`src/common/cpe_pkg.sv`:
```
// package: constants and carriers for the compare pseudo-op expander
package cpe_pkg;

  localparam int DATA_W = 32;
  localparam int IMM_W  = 16;
  localparam int IDX_W  = 5;

  // increment applied when folding a pseudo immediate into the native field
  localparam logic [15:0] IMM_INC = 16'h0001;

  // compare outcomes as written to the destination
  localparam logic [31:0] RES_TRUE  = 32'h0000_0001;
  localparam logic [31:0] RES_FALSE = 32'h0000_0000;

  // legal immediate ranges, signed and unsigned forms
  localparam int SGN_IMM_MAX = 32766;
  localparam int SGN_IMM_MIN = -32769;
  localparam int UNS_IMM_MAX = 65534;
  localparam int UNS_IMM_MIN = 0;

  // pseudo compares accepted from the decoder
  typedef enum logic [2:0] {
    OP_GTI,
    OP_GTU,
    OP_GTUI,
    OP_LE,
    OP_LEI,
    OP_LEU,
    OP_LEUI
  } cpe_pseudo_e;

  // native compares that carry them out
  typedef enum logic [1:0] {
    NAT_GE,
    NAT_GEU,
    NAT_LT,
    NAT_LTU
  } cpe_native_e;

  typedef struct packed {
    logic              valid;
    cpe_pseudo_e       op;
    logic [31:0]       first_source;
    logic [31:0]       second_source;
    logic [31:0]       given_immediate;
    logic [4:0]        second_source_or_imm_dest;
    logic [4:0]        reg_form_dest;
  } cpe_req_s;

  typedef struct packed {
    logic              valid;
    logic [4:0]        dest;
    logic [31:0]       value;
    cpe_native_e       native;
    logic [15:0]       encoded_immediate_field;
  } cpe_res_s;

endpackage

```
`src/cpe_compare.sv`:
```
// design: greater-than / less-or-equal pseudo compares mapped to natives
// Overview of operation
// [RULE1] signed gt-immediate: sign-extend immediate, write 1 if first source greater
// [RULE2] software keeps signed gt-immediate within -32769 to 32766
// [RULE3] immediate forms use native ge/lt with field equal immediate plus one
// [RULE4] unsigned gt register: write 1 if first source exceeds second source
// [RULE5] unsigned gt-immediate: zero-extend immediate, write 1 if first source greater
// [RULE6] software keeps unsigned immediate forms within 0 to 65534
// [RULE7] signed le register: write 1 if first source not above second source
// [RULE8] signed le-immediate: sign-extend immediate, write 1 if first source not above
// [RULE9] software keeps signed le-immediate within -32769 to 32766
// [RULE10] unsigned le register: write 1 if first source not above second
// [RULE11] unsigned le-immediate: write 1 if first source not above zero-extended immediate
// [RULE12] register forms swap operands of native ltu, ge or geu
// [RULE13] native immediate is a 16-bit field extended before comparing
// [RULE14] destination gets zeros above bit zero, written in the alu slot
`timescale 1ns/1ps

module cpe_compare
(
  // clock and reset
  input  wire logic              clk_sys,
  input  wire logic              reset_n,
  // request from the decoder
  input  wire cpe_pkg::cpe_req_s req_i,
  // result toward the register file
  output cpe_pkg::cpe_res_s      res_o
);

  ////////////////////////////////////////////////////////////////////////////
  function automatic logic [31:0] sext16(input logic [15:0] f);
    sext16 = {{16{f[15]}}, f};
  endfunction

  function automatic logic [31:0] zext16(input logic [15:0] f);
    zext16 = {16'h0000, f};
  endfunction

  function automatic logic native_cmp(input cpe_pkg::cpe_native_e n,
                                      input logic [31:0] a,
                                      input logic [31:0] b);
    case (n)
      cpe_pkg::NAT_GE:  native_cmp = $signed(a) >= $signed(b);
      cpe_pkg::NAT_GEU: native_cmp = a >= b;
      cpe_pkg::NAT_LT:  native_cmp = $signed(a) < $signed(b);
      cpe_pkg::NAT_LTU: native_cmp = a < b;
      default:          native_cmp = 1'b0;
    endcase
  endfunction

  ////////////////////////////////////////////////////////////////////////////
  // mapping of pseudo to native
  logic [15:0]         enc_field;
  cpe_pkg::cpe_native_e nxt_native;
  logic [31:0]         opnd_a;
  logic [31:0]         opnd_b;
  logic [4:0]          nxt_dest;
  logic                op_legal;
  logic                outcome;
  cpe_pkg::cpe_res_s   res_ff;
  cpe_pkg::cpe_res_s   nxt_res;

  // wraps at 16 bits; legal ranges keep the sum representable
  assign enc_field = req_i.given_immediate[15:0] + cpe_pkg::IMM_INC; // see [RULE3]

  always_comb
  begin
    nxt_native = cpe_pkg::NAT_GE;
    opnd_a     = req_i.first_source;
    opnd_b     = req_i.second_source;
    nxt_dest   = req_i.reg_form_dest;
    op_legal   = 1'b1;
    case (req_i.op)
      cpe_pkg::OP_GTI:
      begin
        nxt_native = cpe_pkg::NAT_GE; // see [RULE3]
        opnd_b     = sext16(enc_field); // see [RULE13]
        nxt_dest   = req_i.second_source_or_imm_dest;
      end
      cpe_pkg::OP_GTUI:
      begin
        nxt_native = cpe_pkg::NAT_GEU; // see [RULE3]
        opnd_b     = zext16(enc_field); // see [RULE13]
        nxt_dest   = req_i.second_source_or_imm_dest;
      end
      cpe_pkg::OP_LEI:
      begin
        nxt_native = cpe_pkg::NAT_LT; // see [RULE3]
        opnd_b     = sext16(enc_field); // see [RULE13]
        nxt_dest   = req_i.second_source_or_imm_dest;
      end
      cpe_pkg::OP_LEUI:
      begin
        nxt_native = cpe_pkg::NAT_LTU; // see [RULE3]
        opnd_b     = zext16(enc_field); // see [RULE13]
        nxt_dest   = req_i.second_source_or_imm_dest;
      end
      cpe_pkg::OP_GTU:
      begin
        nxt_native = cpe_pkg::NAT_LTU; // see [RULE12]
        opnd_a     = req_i.second_source;
        opnd_b     = req_i.first_source;
      end
      cpe_pkg::OP_LE:
      begin
        nxt_native = cpe_pkg::NAT_GE; // see [RULE12]
        opnd_a     = req_i.second_source;
        opnd_b     = req_i.first_source;
      end
      cpe_pkg::OP_LEU:
      begin
        nxt_native = cpe_pkg::NAT_GEU; // see [RULE12]
        opnd_a     = req_i.second_source;
        opnd_b     = req_i.first_source;
      end
      default:
      begin
        // unused code: no write, so a stray encoding cannot clobber a register
        op_legal = 1'b0;
      end
    endcase
  end

  assign outcome = native_cmp(nxt_native, opnd_a, opnd_b);

  always_comb
  begin
    nxt_res                         = '0;
    nxt_res.valid                   = req_i.valid && op_legal;
    nxt_res.dest                    = nxt_dest;
    nxt_res.native                  = nxt_native;
    nxt_res.encoded_immediate_field = enc_field;
    nxt_res.value = outcome ? cpe_pkg::RES_TRUE : cpe_pkg::RES_FALSE; // see [RULE14]
  end

  ////////////////////////////////////////////////////////////////////////////
  // one-cycle result register, same slot as other alu results
  always_ff @(posedge clk_sys or negedge reset_n)
  begin
    if (!reset_n)
      res_ff <= '0;
    else
      res_ff <= nxt_res; // see [RULE14]
  end

  assign res_o = res_ff;

  ////////////////////////////////////////////////////////////////////////////
  // checks: previous request kept for comparison against the result
  cpe_pkg::cpe_req_s prv_ff;
  logic              sgn_ok;
  logic              uns_ok;

  always_ff @(posedge clk_sys or negedge reset_n)
  begin
    if (!reset_n)
      prv_ff <= '0;
    else
      prv_ff <= req_i;
  end

  // outside the legal range the +1 field wraps; results are not checked there
  assign sgn_ok = ($signed(prv_ff.given_immediate) <= cpe_pkg::SGN_IMM_MAX) &&
                  ($signed(prv_ff.given_immediate) >= cpe_pkg::SGN_IMM_MIN);
  assign uns_ok = (prv_ff.given_immediate <= cpe_pkg::UNS_IMM_MAX);

  gti_result_a: // see [RULE1] [RULE2]
  assert property (@(posedge clk_sys) disable iff (!reset_n)
    res_ff.valid && prv_ff.op == cpe_pkg::OP_GTI && sgn_ok |->
    res_ff.value == {31'h0, $signed(prv_ff.first_source) >
                            $signed(prv_ff.given_immediate)})
  else $error("signed gt-immediate result wrong");

  imm_field_a: // see [RULE3]
  assert property (@(posedge clk_sys) disable iff (!reset_n)
    req_i.valid && req_i.op == cpe_pkg::OP_LEUI |=>
    res_ff.native == cpe_pkg::NAT_LTU &&
    res_ff.encoded_immediate_field ==
      $past(req_i.given_immediate[15:0]) + 16'h0001 &&
    res_ff.dest == $past(req_i.second_source_or_imm_dest))
  else $error("immediate form not folded into native field");

  gtu_result_a: // see [RULE4]
  assert property (@(posedge clk_sys) disable iff (!reset_n)
    res_ff.valid && prv_ff.op == cpe_pkg::OP_GTU |->
    res_ff.value[0] == (prv_ff.first_source > prv_ff.second_source))
  else $error("unsigned gt register result wrong");

  gtui_result_a: // see [RULE5] [RULE6]
  assert property (@(posedge clk_sys) disable iff (!reset_n)
    res_ff.valid && prv_ff.op == cpe_pkg::OP_GTUI && uns_ok |->
    res_ff.value[0] == (prv_ff.first_source > prv_ff.given_immediate))
  else $error("unsigned gt-immediate result wrong");

  le_result_a: // see [RULE7]
  assert property (@(posedge clk_sys) disable iff (!reset_n)
    res_ff.valid && prv_ff.op == cpe_pkg::OP_LE |->
    res_ff.value[0] == ($signed(prv_ff.first_source) <=
                        $signed(prv_ff.second_source)))
  else $error("signed le register result wrong");

  lei_result_a: // see [RULE8] [RULE9]
  assert property (@(posedge clk_sys) disable iff (!reset_n)
    res_ff.valid && prv_ff.op == cpe_pkg::OP_LEI && sgn_ok |->
    res_ff.value[0] == ($signed(prv_ff.first_source) <=
                        $signed(prv_ff.given_immediate)))
  else $error("signed le-immediate result wrong");

  leu_result_a: // see [RULE10]
  assert property (@(posedge clk_sys) disable iff (!reset_n)
    res_ff.valid && prv_ff.op == cpe_pkg::OP_LEU |->
    res_ff.value[0] == (prv_ff.first_source <= prv_ff.second_source))
  else $error("unsigned le register result wrong");

  leui_result_a: // see [RULE11] [RULE6]
  assert property (@(posedge clk_sys) disable iff (!reset_n)
    res_ff.valid && prv_ff.op == cpe_pkg::OP_LEUI && uns_ok |->
    res_ff.value[0] == (prv_ff.first_source <= prv_ff.given_immediate))
  else $error("unsigned le-immediate result wrong");

  reg_swap_map_a: // see [RULE12]
  assert property (@(posedge clk_sys) disable iff (!reset_n)
    req_i.valid && req_i.op == cpe_pkg::OP_LE |=>
    res_ff.native == cpe_pkg::NAT_GE &&
    res_ff.dest == $past(req_i.reg_form_dest))
  else $error("signed le register not mapped to swapped ge");

  sign_extend_a: // see [RULE13]
  assert property (@(posedge clk_sys) disable iff (!reset_n)
    req_i.valid && req_i.op == cpe_pkg::OP_LEI &&
    req_i.given_immediate == 32'hFFFF_8000 &&
    $signed(req_i.first_source) < 0 |=> res_ff.value == 32'h0000_0001)
  else $error("immediate field not sign extended");

  upper_zero_a: // see [RULE14]
  assert property (@(posedge clk_sys) disable iff (!reset_n)
    res_ff.valid |-> res_ff.value[31:1] == 31'h0)
  else $error("result upper bits not zero");

  one_slot_a: // see [RULE14]
  assert property (@(posedge clk_sys) disable iff (!reset_n)
    req_i.valid && req_i.op != 3'h7 |=> res_ff.valid ##1 1'b1)
  else $error("result not written one cycle after request");

endmodule

```
`config.mk`:
```
export PLATFORM = sky130hd
export DESIGN_NAME = cpe_compare
export DESIGN_NICKNAME = d
export VERILOG_FILES = /design/src/common/cpe_pkg.sv /design/src/cpe_compare.sv
export SDC_FILE = /design/constraint.sdc
export NUM_CORES = 1
export LEC_CHECK = 0
export BUFFER_PORTS_ARGS = -buffer_cell sky130_fd_sc_hd__buf_2
export CAP_MARGIN = 20
export CORE_MARGIN = 5
export CORE_UTILIZATION = 35
export CTS_CLUSTER_DIAMETER = 120
export DETAILED_ROUTE_END_ITERATION = 16
export PLACE_DENSITY = 0.65
export SLEW_MARGIN = 20
export SYNTH_ARGS = -nofsm -noshare
export SYNTH_HDL_FRONTEND = slang
export SYNTH_SLANG_ARGS = --single-unit
export TNS_END_PERCENT = 10
```
`constraint.sdc`:
```
create_clock -name clk_sys -period 0.8 [get_ports clk_sys]
set_input_delay 0.08 -clock clk_sys [delete_from_list [all_inputs] [get_ports clk_sys]]
set_output_delay 0.08 -clock clk_sys [all_outputs]
set_load 0.01 [all_outputs]
```
==> flow_metrics.env, run 1 <==
export IMPL_status="finished with violations"
export IMPL_violated_checks="negative setup slack"
export IMPL_report_final_hold_viol_count=0
export IMPL_synthXorXnorAreaFrac_pct=4.56
export IMPL_power_density_mw_per_mm2=1020
export IMPL_first_global_vias=3241
export IMPL_share_of_the_synthesized_area_in_compound_gates_ao_oa_aoi_oai_pct=16.7
export IMPL_final_setup_viol_count=32
export IMPL_final_setup_worst_slack_ps=-2290
export IMPL_max_cap_viols=0
export IMPL_worst_setup_hold_path_clk_slew_ps=80
export IMPL_synth_avg_cell_area_um2=8.44
export IMPL_largest_reg_flops=25
export IMPL_post_route_cells_drive_above_1_share_pct=50.8
export IMPL_die_w_um=103
export IMPL_cp_data_required_time_ps=980
export IMPL_route_detailed_drc=0
export IMPL_timing_final_crit_share_pct=386
export IMPL_whs_path_depth=2
export IMPL_grt_pass1_wl_mm=14.4
export IMPL_count_of_state_elements_after_synthesis=25
export IMPL_pin_count_of_the_biggest_net_entering_global_routing=24
export IMPL_wl_per_cell_um=15.1
export IMPL_die_area_mm2=0.0107
export IMPL_maxClockFrequency_mhz=324
export IMPL_holdCritPathClass="primary input to flop"
export IMPL_async_flop_share_pct=100
export IMPL_criticalPathCategory="primary input to flop"
export IMPL_final_cell_area_mm2=0.00456
export IMPL_yosysSeqAreaShare_pct=20.5
export IMPL_via_per_inst=5.02
export IMPL_synth_top_family_by_area="simple AND/OR/NAND/NOR gates"
export IMPL_ctsLongestPathBuffers=2
export IMPL_port_buffer_count=120
export IMPL_mux_cell_area_share_after_synthesis_pct=14.4
export IMPL_grtUsageTotal_pct=16.7
export IMPL_synthesis_area_mm2=0.00305
export IMPL_power_leakage_nw=2.22
export IMPL_yosysMostFrequentCell="nand2_1"
export IMPL_global_route_overflow_total=0
export IMPL_pre_cts_slack_ps=-2610
export IMPL_nNetsFinal=687
export IMPL_yosys_area_top_type="dfrtp_1"
export IMPL_post_synth_fa_ha_maj_area_fraction_pct=13.5
export IMPL_yosys_area_top_type_share_pct=20.5
export IMPL_routabilityCongestion=0.874
export IMPL_antenna_found_initial=0
export IMPL_final_max_slew_violation_count=0
export IMPL_placed_cell_area_mm2=0.00410
export IMPL_critical_path_peak_fanout=8
export IMPL_power_mw=4.64
export IMPL_area_fraction_in_and_or_nand_and_nor_cells_after_synthesis_pct=19.4
export IMPL_timing_final_crit_period_ps=3090
export IMPL_grt_setup_unrepaired="true"
export IMPL_htree_num_levels=1
export IMPL_synth_cell_types=47
export IMPL_finalSetupTns_ps=-4420
export IMPL_whs_endpoint="res_o[55]$_DFF_PN0_"
export IMPL_fp_row_count=34
export IMPL_die_height_um=103
export IMPL_total_inserted_antenna_cells=0
export IMPL_antenna_left=0
export IMPL_synth_edff_count=0
export IMPL_number_of_buffers_created_by_cts=3
export IMPL_first_pass_iters=4
export IMPL_synthFlopType="dfrtp_1"
export IMPL_vias=3257
export IMPL_drt_initial_drc_count=82
export IMPL_tritoncts="yes"
export IMPL_worst_setup_path_start_kind="primary input"
export IMPL_synthesis_instances=361
export IMPL_area_delta_synth_final_pct=49.6
export IMPL_setup_worst_path_end_class="flop"
export IMPL_worst_ir_drop_vdd_v=0.000630
export IMPL_cts_sink_count=25
export IMPL_initial_utilization_pct=35.5
export IMPL_layout_core_utilization_pct=53.1
export IMPL_core_area_mm2=0.00859
export IMPL_post_synth_main_area_contributors="dfrtp_1 21%, ha_1 14%, mux2_2 13%, buf_4 7.6%, nand2_1 6.3%"
export IMPL_holdCritStartpoint="req_i[109]"
export IMPL_ports=168
export IMPL_yosys_warnings=0
export IMPL_critical_path_arrival_ps=3260
export IMPL_detail_route_wirelength_mm=9.80
export IMPL_dp_hpwl_mm=7.60
export IMPL_synth_top_cells_by_count="51 x nand2_1, 36 x mux2_2, 33 x ha_1"
export IMPL_layout_filler_cell_count=811
export IMPL_ctsRootBufferMaster="clkbuf_8"
## layer usage
metal	part of all wire [%]	vias up	wire length, um	GRT usage (%)
met2	52	117	5050	31.4
li1	-	1606	-	-
met1	41	1522	4010	20.3
met4	1.3	0	132	4.58
met3	6.2	12	606	1.41
met5	0	-	0	0
## repair_timing
item,CTS,global route
setup buffers,12,3
pin swaps,10,25
endpoints found under the setup margin,33,35
hold endpoints to repair,13,0
hold buffers,1,0
resized for setup,24,29
gates cloned,1,0
## where the power goes
part | internal [mW] | switching, mW | leakage [nW] | total [mW]
logic | 1.28 | 1.24 | 1.90 | 2.52
registers | 1.36 | 0.0253 | 0.292 | 1.38
clock network | 0.355 | 0.386 | 0.0228 | 0.741
total | 2.99 | 1.65 | 2.22 | 4.64
## metrics by stage
step	hold WS, ps	cells
final	27.4	649
after detailed placement	3.65	630
after global placement	3.08	630
after floorplan	-216	391
after global routing	35.5	649
after CTS	20.4	647
## how the worst max path moves through the flow
| stage | slack [ps] | startpoint | to |
|---|---|---|---|
| 3_5_place_dp | -2610 | req_i[12] | res_o[18]$_DFF_PN0_ |
| 2_1_floorplan | -2230 | req_i[12] | res_o[18]$_DFF_PN0_ |
| 6_report | -2290 | req_i[15] | res_o[18]$_DFF_PN0_ |
| 3_3_place_gp | -2540 | req_i[12] | res_o[18]$_DFF_PN0_ |
| 4_1_cts | -2280 | req_i[12] | res_o[18]$_DFF_PN0_ |
| 5_1_grt | -2470 | req_i[15] | res_o[18]$_DFF_PN0_ |
## cells in the final DEF (no fill, tap or decap), drive strengths merged
cell,Yosys,routed
nand3,23,23
o31ai,1,1
nor3,1,1
and2,4,4
o32ai,1,1
a41o,1,1
inv,4,4
dlygate4sd3,0,1
o211ai,1,1
xnor2,10,10
nand2b,1,1
clkbuf,17,4
nor2b,2,2
a211oi,1,1
or4,1,1
and4,2,2
conb,1,31
mux2,37,37
nand2,51,51
nor2,10,10
o22ai,16,16
mux2i,2,2
o21ai,22,22
a21oi,17,17
nand4,8,8
ha,33,33
nor4,2,2
o21a,19,19
xor2,5,5
nand4b,1,1
a22oi,1,1
nor3b,2,2
o2bb2ai,1,1
and3,4,4
dfrtp,25,25
nand3b,1,1
buf,33,195
## cell families (layout without fill, tap and decap cells)
logic type      count (synthesis)  count (layout)
other cells                     1              31
mux                            39              39
flops                          25              25
simple gates                  113             113
fa+ha+maj                      33              33
buf+inv                        54             204
compound gates                 81              81
xor+xnor                       15              15
## critical path, cell delays in order
cell and delay (ps):
buf_6 80, and4_4 230, and3_4 200, nand4_4 100, nor2_4 150, xor2_2 180, nor3b_4 290, buf_6 180
o22ai_2 70, ha_1 280, nand4_1 160, buf_4 190, nor4_4 320, nand3b_1 140, buf_4 160, a41o_1 200
nor4_4 260
## cell type report
cell class | count | area, um^2 | area share, %
Tap cell | 108 | 135 | 2.96
Multi-Input combinational cell | 312 | 2440 | 53.4
Timing Repair Buffer | 196 | 1300 | 28.6
Inverter | 4 | 15.0 | 0.329
Sequential cell | 25 | 626 | 13.7
Clock buffer | 4 | 45.0 | 0.988
Power figures use the tool's default switching activity.
==> run 2: changes to the inputs <==
--- a/config.mk
+++ b/config.mk
@@ -9,6 +9,7 @@
 export CAP_MARGIN = 20
 export CORE_MARGIN = 5
 export CORE_UTILIZATION = 35
+export CTS_BUF_LIST = sky130_fd_sc_hd__clkbuf_8
 export CTS_CLUSTER_DIAMETER = 120
 export DETAILED_ROUTE_END_ITERATION = 16
 export PLACE_DENSITY = 0.65
==> constraint.sdc (replaced) <==
create_clock -name clk_sys -period 0.8 [get_ports clk_sys]
set_input_delay 0.24 -clock clk_sys [delete_from_list [all_inputs] [get_ports clk_sys]]
set_output_delay 0.24 -clock clk_sys [all_outputs]
set_load 0.01 [all_outputs]
==> run 2 against run 1 <==
Against the previous run: power is 0.81% lower; the flow still finishes with violations (negative setup slack); cell count is 0.46% lower; fmax is 5.1% lower; flip-flop and latch count unchanged; sequential share of layout area decreased by 0.097 points; die area unchanged.
==> flow_metrics.env, run 2 (same netlist as run 1, synthesis figures left out) <==
export IMPL_antenna_found_initial=0
export IMPL_setup_worst_path_end_class="flop"
export IMPL_timing_final_crit_period_ps=3260
export IMPL_largest_reg_flops=25
export IMPL_report_final_hold_viol_count=0
export IMPL_timing_final_crit_share_pct=407
export IMPL_final_max_slew_violation_count=0
export IMPL_post_route_cells_drive_above_1_share_pct=50.7
export IMPL_placed_cell_area_mm2=0.00408
export IMPL_grt_setup_unrepaired="true"
export IMPL_final_cell_area_mm2=0.00459
export IMPL_timing_hold_ws_ps=181
export IMPL_die_height_um=103
export IMPL_htree_num_levels=1
export IMPL_global_route_overflow_total=0
export IMPL_first_global_vias=3348
export IMPL_wl_per_cell_um=15.2
export IMPL_critical_path_arrival_ps=3410
export IMPL_maxClockFrequency_mhz=307
export IMPL_holdCritPathClass="primary input to flop"
export IMPL_cp_data_required_time_ps=950
export IMPL_vias=3301
export IMPL_drt_initial_drc_count=161
export IMPL_die_area_mm2=0.0107
export IMPL_whs_endpoint="res_o[55]$_DFF_PN0_"
export IMPL_initial_utilization_pct=35.5
export IMPL_critical_path_peak_fanout=8
export IMPL_max_cap_viols=0
export IMPL_detail_route_wirelength_mm=9.84
export IMPL_first_pass_iters=4
export IMPL_via_per_inst=5.11
export IMPL_whs_path_depth=2
export IMPL_grtUsageTotal_pct=17.2
export IMPL_ctsRootBufferMaster="clkbuf_8"
export IMPL_total_inserted_antenna_cells=0
export IMPL_route_detailed_drc=0
export IMPL_mostFrequentLayoutCells="109 x buf_2, 56 x buf_4, 48 x nand2_1"
export IMPL_worst_setup_hold_path_clk_slew_ps=90
export IMPL_status="finished with violations"
export IMPL_violated_checks="negative setup slack"
export IMPL_final_setup_viol_count=43
export IMPL_worst_ir_drop_vdd_v=0.000688
export IMPL_criticalPathCategory="primary input to flop"
export IMPL_ports=168
export IMPL_antenna_left=0
export IMPL_die_w_um=103
export IMPL_final_setup_worst_slack_ps=-2460
export IMPL_power_leakage_nw=2.26
export IMPL_nNetsFinal=684
export IMPL_mostFrequentLayoutCell="buf_2"
export IMPL_pin_count_of_the_biggest_net_entering_global_routing=26
export IMPL_dp_hpwl_mm=7.55
export IMPL_pre_cts_slack_ps=-2810
export IMPL_port_buffer_count=120
export IMPL_fp_row_count=34
export IMPL_cts_sink_count=25
export IMPL_holdCritStartpoint="req_i[109]"
export IMPL_worst_setup_path_start_kind="primary input"
export IMPL_ctsLongestPathBuffers=2
export IMPL_power_density_mw_per_mm2=1000
export IMPL_area_delta_synth_final_pct=50.7
export IMPL_number_of_buffers_created_by_cts=3
export IMPL_grt_pass1_wl_mm=15.0
export IMPL_tritoncts="yes"
export IMPL_routabilityCongestion=0.935
export IMPL_core_area_mm2=0.00859
-- run 2: power breakdown --
| group | total [mW] | internal (mW) | switching (mW) |
|---|---|---|---|
| logic | 2.47 | 1.26 | 1.21 |
| clock network | 0.742 | 0.348 | 0.394 |
| registers | 1.39 | 1.36 | 0.0307 |
| total | 4.60 | 2.97 | 1.63 |
-- run 2: worst max path at each step --
| stage | endpoint | start | cells after the start | slack [ps] |
|---|---|---|---|---|
| global route | res_o[18]$_DFF_PN0_ | req_i[15] | 19 | -2650 |
| global placement | res_o[18]$_DFF_PN0_ | req_i[12] | 15 | -2690 |
| floorplan | res_o[18]$_DFF_PN0_ | req_i[12] | 16 | -2390 |
| finish | res_o[18]$_DFF_PN0_ | req_i[15] | 19 | -2460 |
| detailed placement | res_o[18]$_DFF_PN0_ | req_i[12] | 15 | -2810 |
| CTS | res_o[18]$_DFF_PN0_ | req_i[12] | 17 | -2430 |
-- run 2: per-layer routing --
layer  vias up  track usage (%)  routed length, um
li1       1599                -                  -
met2       136             32.9               4990
met3         6            0.939                738
met5         -                0                  0
met1      1560             21.6               4040
met4         0             2.29                 68
-- run 2: final cells by class --
| class | count | area, um^2 |
|---|---|---|
| clock buffers | 3 | 41.3 |
| clock inverters | 1 | 5.00 |
| fillers | 789 | 4000 |
| inverters | 4 | 15.0 |
| multi-input cells | 312 | 2430 |
| flip-flops and latches | 25 | 626 |
| well taps | 108 | 135 |
| repair buffers | 193 | 1340 |
-- run 2: metrics by stage --
step / setup TNS (ps) / util, % / total power, mW / std cells
after floorplan: -7210 / - / 2.76 / 391
after global placement: -11420 / 47.4 / 3.54 / 625
after detailed placement: -11870 / 47.4 / 3.60 / 625
after CTS: -10480 / 51.1 / 4.47 / 638
after global routing: -11510 / 53.5 / 4.92 / 646
final: -10120 / 53.5 / 4.60 / 646
-- run 2: timing repair --
item,4_1_cts,5_1_grt
setup buffers,10,8
hold buffers,1,0
endpoints found under the hold margin,25,0
gates resized for setup,38,28
gates cloned,0,0
setup endpoints to repair,43,45
pin swaps,10,18
-- run 2: worst max-delay path: stages --
cell     delay, ps
buf_6           70
and4_4         230
and3_4         200
nand4_4        100
nor2_4         150
xor2_2         180
nor3b_4        250
buf_12         160
buf_8          130
o22ai_2         60
ha_1           270
nand4_1        200
nor4_4         380
buf_4          170
o31ai_1         70
nand2_2         90
buf_4          110
mux2i_1        260
nor4_4          80
